## src/medc_pkg.sv

```systemverilog
// Package: register map, field positions and position states of the motion event block
package medc_pkg;

   // ****************************************************************
   // Register offsets
   // ****************************************************************
   localparam logic [7:0] ADDR_IRQ_STATUS   = 8'h14;
   localparam logic [7:0] ADDR_COMM_CTRL    = 8'h31;
   localparam logic [7:0] ADDR_IRQ_PIN_CFG  = 8'h33;
   localparam logic [7:0] ADDR_TILT_THR_LO  = 8'h40;
   localparam logic [7:0] ADDR_TILT_THR_HI  = 8'h41;
   localparam logic [7:0] ADDR_TILT_DB      = 8'h42;
   localparam logic [7:0] ADDR_MOT_THR_LO   = 8'h43;
   localparam logic [7:0] ADDR_MOT_THR_HI   = 8'h44;
   localparam logic [7:0] ADDR_MOT_DB       = 8'h45;

   // ****************************************************************
   // Reset values
   // ****************************************************************
   localparam logic [7:0] RST_BYTE          = 8'h00;
   localparam logic [6:0] RST_HI7           = 7'h00;
   localparam logic [7:0] CNT_MAX           = 8'hFF;

   // ****************************************************************
   // Field positions
   // ****************************************************************
   localparam int PIN_A_AH_BIT  = 2;
   localparam int PIN_A_PP_BIT  = 3;
   localparam int PIN_B_AH_BIT  = 6;
   localparam int PIN_B_PP_BIT  = 7;
   localparam int COMM_SWAP_BIT = 4;
   localparam int COMM_PBC_BIT  = 6;
   localparam int ST_TILT       = 0;
   localparam int ST_FLIP       = 1;
   localparam int ST_MOTION     = 2;
   localparam int ST_TILT35     = 4;
   localparam int THR_W         = 15;
   localparam int SMP_W         = 16;

   // ****************************************************************
   // Position states
   // ****************************************************************
   typedef enum logic [2:0] {
      POS_FLAT = 3'b001,
      POS_TILT = 3'b010,
      POS_FLIP = 3'b100
   } medc_pos_e;

endpackage

```

## src/medc_top.sv

```systemverilog
// Module: motion event detection, status flags and interrupt pin control
// Operation
// Pin A polarity bit 2: 0 active low, 1 active high.
// Pin A mode bit 3: 0 open drain, 1 push-pull.
// Pin B polarity bit 6; in general-purpose mode it sets driven level.
// Pin B mode bit 7: 0 open drain, 1 push-pull.
// Fifteen-bit tilt threshold from 0x40 and seven bits of 0x41.
// Sample above tilt threshold gives tilt condition.
// Below threshold gives flat or flip by Z sign and orientation bit.
// Tilt detection sets tilt-35 flag, status bit 4.
// Tilt/flip flags set once condition outlasts the eight-bit debounce.
// Any axis sample change above motion threshold is a motion condition.
// Motion condition sets status bit 2.
// Motion flag clears after debounce samples without motion.
// Status write clears all, or per-bit mask when per-bit mode on.
// Pin swap bit routes first request to pin B and second to A.
// Debounce counts in samples, restarting when the condition begins anew.
module medc_top
   import medc_pkg::*;
(
   input  wire logic                     ref_clk,
   input  wire logic                     resetn,
   input  wire logic                     reg_wr_en,
   input  wire logic [7:0]               reg_addr,
   input  wire logic [7:0]               reg_wdata,
   input  wire logic                     sample_valid,
   input  wire logic [medc_pkg::SMP_W-1:0] x_sample,
   input  wire logic [medc_pkg::SMP_W-1:0] y_sample,
   input  wire logic [medc_pkg::SMP_W-1:0] z_sample,
   input  wire logic                     z_orient,
   input  wire logic                     pin_b_gpio_mode,
   output logic [7:0]                    irq_status,
   output logic                          irq_pin_a_o,
   output logic                          irq_pin_a_oe,
   output logic                          irq_pin_b_o,
   output logic                          irq_pin_b_oe
);
   import medc_pkg::*;

   // ****************************************************************
   // Helpers
   // ****************************************************************
   function automatic logic [SMP_W:0] abs_val(input logic signed [SMP_W:0] v);
      abs_val = v[SMP_W] ? (SMP_W+1)'(-v) : (SMP_W+1)'(v);
   endfunction

   function automatic logic [SMP_W:0] abs_diff(input logic [SMP_W-1:0] a, input logic [SMP_W-1:0] b);
      logic signed [SMP_W:0] d;
      d = $signed({a[SMP_W-1], a}) - $signed({b[SMP_W-1], b});
      abs_diff = abs_val(d);
   endfunction

   // ****************************************************************
   // Reset release
   // ****************************************************************
   logic rst_meta_ff;
   logic rst_n_ff;

   always_ff @(posedge ref_clk or negedge resetn) begin
      if (!resetn) begin
         rst_meta_ff <= 1'b0;
         rst_n_ff    <= 1'b0;
      end else begin
         rst_meta_ff <= 1'b1;
         rst_n_ff    <= rst_meta_ff;
      end
   end

   // ****************************************************************
   // Write-only registers
   // ****************************************************************
   logic [7:0]       pin_cfg_ff;
   logic [7:0]       tilt_thr_lo_ff;
   logic [6:0]       tilt_thr_hi_ff;
   logic [7:0]       tilt_db_ff;
   logic [7:0]       mot_thr_lo_ff;
   logic [6:0]       mot_thr_hi_ff;
   logic [7:0]       mot_db_ff;
   logic             irq_pin_swap_ff;
   logic             per_bit_irq_clear_ff;
   logic [THR_W-1:0] tilt_threshold;
   logic [THR_W-1:0] motion_threshold;

   always_ff @(posedge ref_clk or negedge rst_n_ff) begin
      if (!rst_n_ff) begin
         pin_cfg_ff           <= RST_BYTE;
         tilt_thr_lo_ff       <= RST_BYTE;
         tilt_thr_hi_ff       <= RST_HI7;
         tilt_db_ff           <= RST_BYTE;
         mot_thr_lo_ff        <= RST_BYTE;
         mot_thr_hi_ff        <= RST_HI7;
         mot_db_ff            <= RST_BYTE;
         irq_pin_swap_ff      <= 1'b0;
         per_bit_irq_clear_ff <= 1'b0;
      end else if (reg_wr_en) begin
         unique case (reg_addr)
            ADDR_IRQ_PIN_CFG: pin_cfg_ff     <= reg_wdata;
            ADDR_TILT_THR_LO: tilt_thr_lo_ff <= reg_wdata;
            ADDR_TILT_THR_HI: tilt_thr_hi_ff <= reg_wdata[6:0];
            ADDR_TILT_DB:     tilt_db_ff     <= reg_wdata;
            ADDR_MOT_THR_LO:  mot_thr_lo_ff  <= reg_wdata;
            ADDR_MOT_THR_HI:  mot_thr_hi_ff  <= reg_wdata[6:0];
            ADDR_MOT_DB:      mot_db_ff      <= reg_wdata;
            ADDR_COMM_CTRL: begin
               irq_pin_swap_ff      <= reg_wdata[COMM_SWAP_BIT];
               per_bit_irq_clear_ff <= reg_wdata[COMM_PBC_BIT];
            end
            default: ;
         endcase
      end
   end

   assign tilt_threshold   = {tilt_thr_hi_ff, tilt_thr_lo_ff};
   assign motion_threshold = {mot_thr_hi_ff, mot_thr_lo_ff};

   // ****************************************************************
   // Position classification
   // ****************************************************************
   logic [SMP_W:0] x_mag;
   logic [SMP_W:0] y_mag;
   logic [SMP_W:0] tilt_metric;
   logic           is_tilt;
   medc_pos_e      nxt_pos;

   assign x_mag       = abs_val($signed({x_sample[SMP_W-1], x_sample}));
   assign y_mag       = abs_val($signed({y_sample[SMP_W-1], y_sample}));
   assign tilt_metric = (x_mag > y_mag) ? x_mag : y_mag;
   assign is_tilt     = tilt_metric > {2'b00, tilt_threshold};

   // Face orientation picks flat against flip
   always_comb begin
      if (is_tilt) begin
         nxt_pos = POS_TILT;
      end else if (z_sample[SMP_W-1] == z_orient) begin
         nxt_pos = POS_FLAT;
      end else begin
         nxt_pos = POS_FLIP;
      end
   end

   // ****************************************************************
   // Tilt/flip debounce
   // ****************************************************************
   medc_pos_e pos_ff;
   logic [7:0] tf_cnt_ff;
   logic       tf_fired_ff;
   logic       tf_fire;
   logic       tilt35_set;

   // Count saturates so a long hold cannot wrap and re-fire
   always_ff @(posedge ref_clk or negedge rst_n_ff) begin
      if (!rst_n_ff) begin
         pos_ff      <= POS_FLAT;
         tf_cnt_ff   <= RST_BYTE;
         tf_fired_ff <= 1'b0;
      end else if (sample_valid) begin
         if (nxt_pos != pos_ff) begin
            pos_ff      <= nxt_pos;
            tf_cnt_ff   <= RST_BYTE;
            tf_fired_ff <= 1'b0;
         end else begin
            if (tf_cnt_ff != CNT_MAX) begin
               tf_cnt_ff <= tf_cnt_ff + 8'h01;
            end
            if (tf_fire) begin
               tf_fired_ff <= 1'b1;
            end
         end
      end
   end

   // Same state on this sample means it has lasted count+2 samples
   assign tf_fire    = sample_valid && (nxt_pos == pos_ff) && !tf_fired_ff
                       && (pos_ff != POS_FLAT) && (tf_cnt_ff >= tilt_db_ff);
   assign tilt35_set = sample_valid && is_tilt && (pos_ff != POS_TILT);

   // ****************************************************************
   // Any-motion detection
   // ****************************************************************
   logic [SMP_W-1:0] x_prev_ff;
   logic [SMP_W-1:0] y_prev_ff;
   logic [SMP_W-1:0] z_prev_ff;
   logic             have_prev_ff;
   logic [7:0]       mot_quiet_ff;
   logic             motion_hit;
   logic             mot_auto_clr;
   logic [SMP_W:0]   mot_lim;

   assign mot_lim    = {2'b00, motion_threshold};
   assign motion_hit = sample_valid && have_prev_ff
                       && ((abs_diff(x_sample, x_prev_ff) > mot_lim)
                        || (abs_diff(y_sample, y_prev_ff) > mot_lim)
                        || (abs_diff(z_sample, z_prev_ff) > mot_lim));

   always_ff @(posedge ref_clk or negedge rst_n_ff) begin
      if (!rst_n_ff) begin
         x_prev_ff    <= '0;
         y_prev_ff    <= '0;
         z_prev_ff    <= '0;
         have_prev_ff <= 1'b0;
      end else if (sample_valid) begin
         x_prev_ff    <= x_sample;
         y_prev_ff    <= y_sample;
         z_prev_ff    <= z_sample;
         have_prev_ff <= 1'b1;
      end
   end

   always_ff @(posedge ref_clk or negedge rst_n_ff) begin
      if (!rst_n_ff) begin
         mot_quiet_ff <= RST_BYTE;
      end else if (motion_hit) begin
         mot_quiet_ff <= RST_BYTE;
      end else if (sample_valid && mot_quiet_ff != CNT_MAX) begin
         mot_quiet_ff <= mot_quiet_ff + 8'h01;
      end
   end

   // Quiet samples counted including this one reach the duration
   assign mot_auto_clr = sample_valid && !motion_hit && irq_status[ST_MOTION]
                         && ({1'b0, mot_quiet_ff} + 9'h001 >= {1'b0, mot_db_ff});

   // ****************************************************************
   // Status flags
   // ****************************************************************
   logic [7:0] flag_set;
   logic [7:0] flag_clr;
   logic [7:0] nxt_status;
   logic       host_clr;

   assign host_clr = reg_wr_en && (reg_addr == ADDR_IRQ_STATUS);

   always_comb begin
      flag_set            = 8'h00;
      flag_set[ST_TILT]   = tf_fire && (pos_ff == POS_TILT);
      flag_set[ST_FLIP]   = tf_fire && (pos_ff == POS_FLIP);
      flag_set[ST_MOTION] = motion_hit;
      flag_set[ST_TILT35] = tilt35_set;
      flag_clr            = 8'h00;
      if (host_clr) begin
         flag_clr = per_bit_irq_clear_ff ? reg_wdata : 8'hFF;
      end
      flag_clr[ST_MOTION] = flag_clr[ST_MOTION] | mot_auto_clr;
      // A new event outranks a clear in the same cycle
      nxt_status = (irq_status & ~flag_clr) | flag_set;
   end

   always_ff @(posedge ref_clk or negedge rst_n_ff) begin
      if (!rst_n_ff) begin
         irq_status <= RST_BYTE;
      end else begin
         irq_status <= nxt_status;
      end
   end

   // ****************************************************************
   // Interrupt pins
   // ****************************************************************
   logic req_first;
   logic req_second;
   logic pin_a_req;
   logic pin_b_req;

   assign req_first  = irq_status[ST_TILT] | irq_status[ST_FLIP] | irq_status[ST_TILT35];
   assign req_second = irq_status[ST_MOTION];
   assign pin_a_req  = irq_pin_swap_ff ? req_second : req_first;
   assign pin_b_req  = irq_pin_swap_ff ? req_first : req_second;

   medc_pin_drv u_pin_a (
      .clk         (ref_clk),
      .rst_n       (rst_n_ff),
      .req         (pin_a_req),
      .active_high (pin_cfg_ff[PIN_A_AH_BIT]),
      .push_pull   (pin_cfg_ff[PIN_A_PP_BIT]),
      .gpio_mode   (1'b0),
      .pin_o       (irq_pin_a_o),
      .pin_oe      (irq_pin_a_oe)
   );

   medc_pin_drv u_pin_b (
      .clk         (ref_clk),
      .rst_n       (rst_n_ff),
      .req         (pin_b_req),
      .active_high (pin_cfg_ff[PIN_B_AH_BIT]),
      .push_pull   (pin_cfg_ff[PIN_B_PP_BIT]),
      .gpio_mode   (pin_b_gpio_mode),
      .pin_o       (irq_pin_b_o),
      .pin_oe      (irq_pin_b_oe)
   );
endmodule

```

## src/medc_pin_drv.sv

```systemverilog
// Module: drive stage of one interrupt request pin, polarity and drive mode
module medc_pin_drv (
   input  wire logic clk,
   input  wire logic rst_n,
   input  wire logic req,
   input  wire logic active_high,
   input  wire logic push_pull,
   input  wire logic gpio_mode,
   output logic      pin_o,
   output logic      pin_oe
);
   logic level;

   // In general-purpose mode the polarity bit is the driven level
   assign level = gpio_mode ? active_high : (req ? active_high : ~active_high);

   // Open drain only ever pulls low; high comes from the external pull-up
   always_ff @(posedge clk or negedge rst_n) begin
      if (!rst_n) begin
         pin_o  <= 1'b0;
         pin_oe <= 1'b0;
      end else if (push_pull) begin
         pin_o  <= level;
         pin_oe <= 1'b1;
      end else begin
         pin_o  <= 1'b0;
         pin_oe <= ~level;
      end
   end
endmodule

```

## config.mk

```make
export PLATFORM = sky130hd
export DESIGN_NAME = medc_top
export DESIGN_NICKNAME = d
export VERILOG_FILES = /design/src/medc_pkg.sv /design/src/medc_top.sv /design/src/medc_pin_drv.sv
export SDC_FILE = /design/constraint.sdc
export NUM_CORES = 1
export LEC_CHECK = 0
export BUFFER_PORTS_ARGS = -buffer_cell sky130_fd_sc_hd__buf_2
export CORE_MARGIN = 2
export CORE_UTILIZATION = 57
export CTS_CLUSTER_SIZE = 30
export DETAILED_ROUTE_END_ITERATION = 10
export PLACE_DENSITY = 0.79
export SYNTH_ARGS = -nofsm -noshare
export SYNTH_HDL_FRONTEND = slang
export SYNTH_HIERARCHICAL = 1
export SYNTH_SLANG_ARGS = --single-unit
```

## constraint.sdc

```tcl
create_clock -name ref_clk -period 3.8 [get_ports ref_clk]
set_input_delay 0.57 -clock ref_clk [delete_from_list [all_inputs] [get_ports ref_clk]]
set_output_delay 0.57 -clock ref_clk [all_outputs]
set_load 0.01 [all_outputs]
```

==> summary.txt <==
Status
  • Outcome: finished with violations
  • Failing checks: DRC, setup timing

Min path
  • Worst hold-check path type: primary input to flip-flop

Die
  • Num rows: 53
  • Core ar.: 20900 um2
  • Die Y-Extent: 150 um
  • Starting Density: 0.578
  • IO Count: 82
  • Die ar.: 22400 um2
  • Die Wd: 150 um

Clock tree
  • CTS tree: yes
  • Longest Clk Path Bufs: 2
  • Clock Pin Slew Worst Setup and Hold Paths: 70 ps
  • TritonCTS buffer count: 17
  • H-tree depth: 4
  • Root Driver: clkbuf_16
  • Worst-Skew Late Latency: 440 ps
  • Clock sink total: about 140

Global route
  • Vias in the first global route: between 10000 and 15000
  • First-pass GRT wire length: 65800 um
  • Initial antenna violation count: 0
  • Total gr overflow: 0
  • Largest net degree at the start of global routing: 63
  • GRT Total Usage: 0.373

STA
  • Final period util: 1.44
  • Clock Skew: ~11 ps
  • Slew @ Worst Pin: a little under 900 ps
  • Final hold vios: 0
  • Setup violators final: 24
  • Max_slew headroom: 0.422
  • Final critical-path setup slack: -1650 ps
  • Post-layout min period: ~5500 ps
  • Max Slew Vio Count: 0
  • F_max: 0.183 GHz
  • RSZ-0062 raised after global routing: yes

Detailed routing
  • Wirelength, routed: around 43000 um
  • Remaining DRCs: 2
  • 1st-pass router iterations: 11
  • Vias: 13365
  • Vias/cell: between 6 and 7
  • Final ANT Viol Nets: 0
  • DR WL/cell: between 20 and 25 um
  • Initial DRC Count: 1169

Flow run
  • Max cap viols: 0

Worst setup path
  • Worst path cell trace: inv_2 > ha_4 > nor2b_4 > o2111a_1 > or3_4 > and2_4 > or4_4 > or4_4 > o21ai_2 > xnor2_1 > ha_1 > buf_4 > buf_4 > nand4_1 > nor2_1 > o21ai_0 > a31oi_1 > a211o_1 > a32o_2 > a31oi_4 > o2111ai_4 > o311a_4 > a31o_1
  • Crit path launch type: flip-flop
  • Worst Path Required: 4120 ps
  • Slowest stage delay, CP: ~580 ps
  • Crit path DAT: 5770 ps
  • Critical Path Fanout Max: 8
  • Crit. End Element: flip-flop
  • Critical setup path kind: flip-flop to flip-flop
  • Buf+Inv Stages, Crit Path: 3
  • CP max stage cell: or4_4
  • Crit-path leading delay family: compound AO/OA/AOI/OAI gates

Placement
  • Port Buffers: 81
  • GP Congestion: 0.939
  • Cells after DPL: 2088
  • HPWL after DPL: 28300 um

Logic synthesis
  • Yosys reg bits: 135
  • Post-synth EDFFs: 0
  • Post-synth cell types: 80
  • Syn avg cell area: 8.39 um2
  • Top_reg_cell synth: dfrtp_1
  • Post-Syn Area: around 12000 um2
  • Post-Syn Instances: 1439
  • Seq/Total Area, Yosys: 0.280
  • Synth warnings: 6
  • Asr flop ratio synth: 1.00

Power and ir drop
  • Leak: between 8 and 9 nW
  • Total power: 6.88 mW
  • PwrDens: 409 nW/um2
  • Worst VDD drop: 0.346 mV

Cells and area
  • Inserted Diodes: 0
  • Final-stage net count: approximately 2100
  • Final cell count without fillers: 2160
  • Final Core Density: 0.805
  • Layout cells sized above 1: 0.343
  • Synthesis-to-layout area growth: 39.3%
-- timing repair --
| action | 4_1_cts | 5_1_grt |
|---|---|---|
| setup buffers | 26 | 15 |
| hold endpoints to repair | 2 | 0 |
| hold buffers | 1 | 0 |
| cloned | 1 | 0 |
| resized for setup | 58 | 53 |
| endpoints found under the setup margin | 24 | 24 |
| pin swaps | 24 | 56 |
-- power breakdown --
group          total (mW)  switching [mW]  leakage [nW]  internal [mW]
clock                1.74           0.842         0.300          0.897
sequential           1.61          0.0756          1.66           1.54
combinational        3.53            1.84          6.15           1.68
-- metrics by stage --
stage               setup WS (ps)  setup TNS (ps)  hold slack, ps  area [um2]
CTS                         -1540          -27770             353       16500
finish                      -1650          -34890             359       16800
global placement            -1800          -37250             345       15400
detailed placement          -1990          -41990             357       15400
floorplan                   -1400          -21520             274       12400
global route                -1760          -37000             376       16800
-- layout make-up --
class                   count  area, um2
clock buffers              17        425
multi-input cells        1143       8680
well taps                 275        344
inverters                 127        490
flip-flops and latches    135       3380
clock inverters            15        199
fillers                  1258       4070
repair buffers            448       3290
-- cell usage after synthesis, types with 8 or more instances --
library cell | count | area share
ha_1 | 148 | 0.15
nand4_1 | 24 | 0.012
nor2_1 | 93 | 0.029
mux2_2 | 34 | 0.032
nor2b_1 | 20 | 0.010
a211oi_1 | 12 | 0.0075
nand3_1 | 25 | 0.010
nand3b_1 | 8 | 0.0050
xor2_1 | 48 | 0.035
a21o_1 | 39 | 0.024
o21a_1 | 9 | 0.0056
nand2_1 | 145 | 0.045
clkbuf_1 | 29 | 0.0090
a21oi_1 | 82 | 0.034
nand2b_1 | 17 | 0.0088
o211ai_1 | 9 | 0.0056
or3_1 | 9 | 0.0047
nor3_1 | 24 | 0.010
and3_1 | 12 | 0.0062
inv_1 | 127 | 0.039
o31ai_1 | 13 | 0.0081
mux2i_1 | 11 | 0.0091
a31oi_1 | 12 | 0.0062
o21ai_0 | 147 | 0.061
xnor2_1 | 60 | 0.044
or4_1 | 8 | 0.0050
dfrtp_1 | 134 | 0.28
nor4_1 | 9 | 0.0047
-- cell usage in the layout, fill, tap and decap left out, drive strengths merged, types with 8 or more instances in the layout --
master	n
nor2b	20
ha	148
nand4	24
buf	447
nor2	93
mux2	34
or3	9
nand3	25
mux2i	11
a211oi	13
o21ai	149
o21a	9
a21o	39
nand2	145
nor3	25
or4	10
inv	131
and3	12
nand3b	8
xnor2	60
xor2	48
o211ai	11
a31oi	12
dfrtp	134
clkinv	10
clkbuf	17
o31ai	13
nand2b	17
nor4	9
a21oi	83
-- sequential cells by signal (all words and copies together), names as in the netlist, 3 cells and up --
| name | count |
|---|---|
| pos_ff | 3 |
| pin_cfg_ff | 4 |
| mot_thr_lo_ff | 8 |
| z_prev_ff | 16 |
| irq_status | 8 |
| y_prev_ff | 16 |
| mot_db_ff | 8 |
| tilt_thr_lo_ff | 8 |
| mot_quiet_ff | 8 |
| tilt_db_ff | 8 |
| tilt_thr_hi_ff | 7 |
| mot_thr_hi_ff | 7 |
| tf_cnt_ff | 8 |
| x_prev_ff | 16 |
-- routing by layer --
layer / global-route usage / wire length, um / up-vias
met5: 0 / 0 / -
met4: 0.233 / 3370 / 0
met3: 0.0662 / 3440 / 292
met2: 0.630 / 20400 / 788
met1: 0.439 / 16200 / 6274
li1: - / - / 6011
-- worst reg2reg max path: cells and delay by family (launching register included) --
family	cells	cell delay, ps
fa+ha+maj	2	540
flops	1	380
buf+inv	3	340
xor+xnor	1	90
compound gates	10	2140
simple gates	7	1850
-- logic make-up (layout without fill, tap and decap cells) --
kind of cell / Yosys count / in the layout / share of synthesized area
DFF: 135 / 135 / 0.280
muxes: 45 / 45 / 0.0408
xor gates and xnor gates: 108 / 108 / 0.0784
buffers and inverters: 164 / 607 / 0.0524
and+or+nand+nor: 430 / 430 / 0.176
other: 2 / 5 / 0.000622
adders and majority gates: 151 / 151 / 0.158
AOI/OAI and AO/OA: 404 / 404 / 0.213
-- path summary, 6_finish.rpt --
kind | startpoint | to | slack, ps | cells past startpoint
max | x_prev_ff[1] | irq_status[2] | -1650 | 23
min | z_sample[3] | z_prev_ff[3] | 360 | 3
max reg2reg | x_prev_ff[1] | irq_status[2] | -1650 | 23
min reg2reg | rst_meta_ff | rst_n_ff | 370 | 0
max in group asynchronous | rst_n_ff | u_pin_b/pin_o | 2440 | 1
min in group asynchronous | rst_n_ff | mot_quiet_ff[0] | 450 | 0
(Power assumes the default switching activity.)
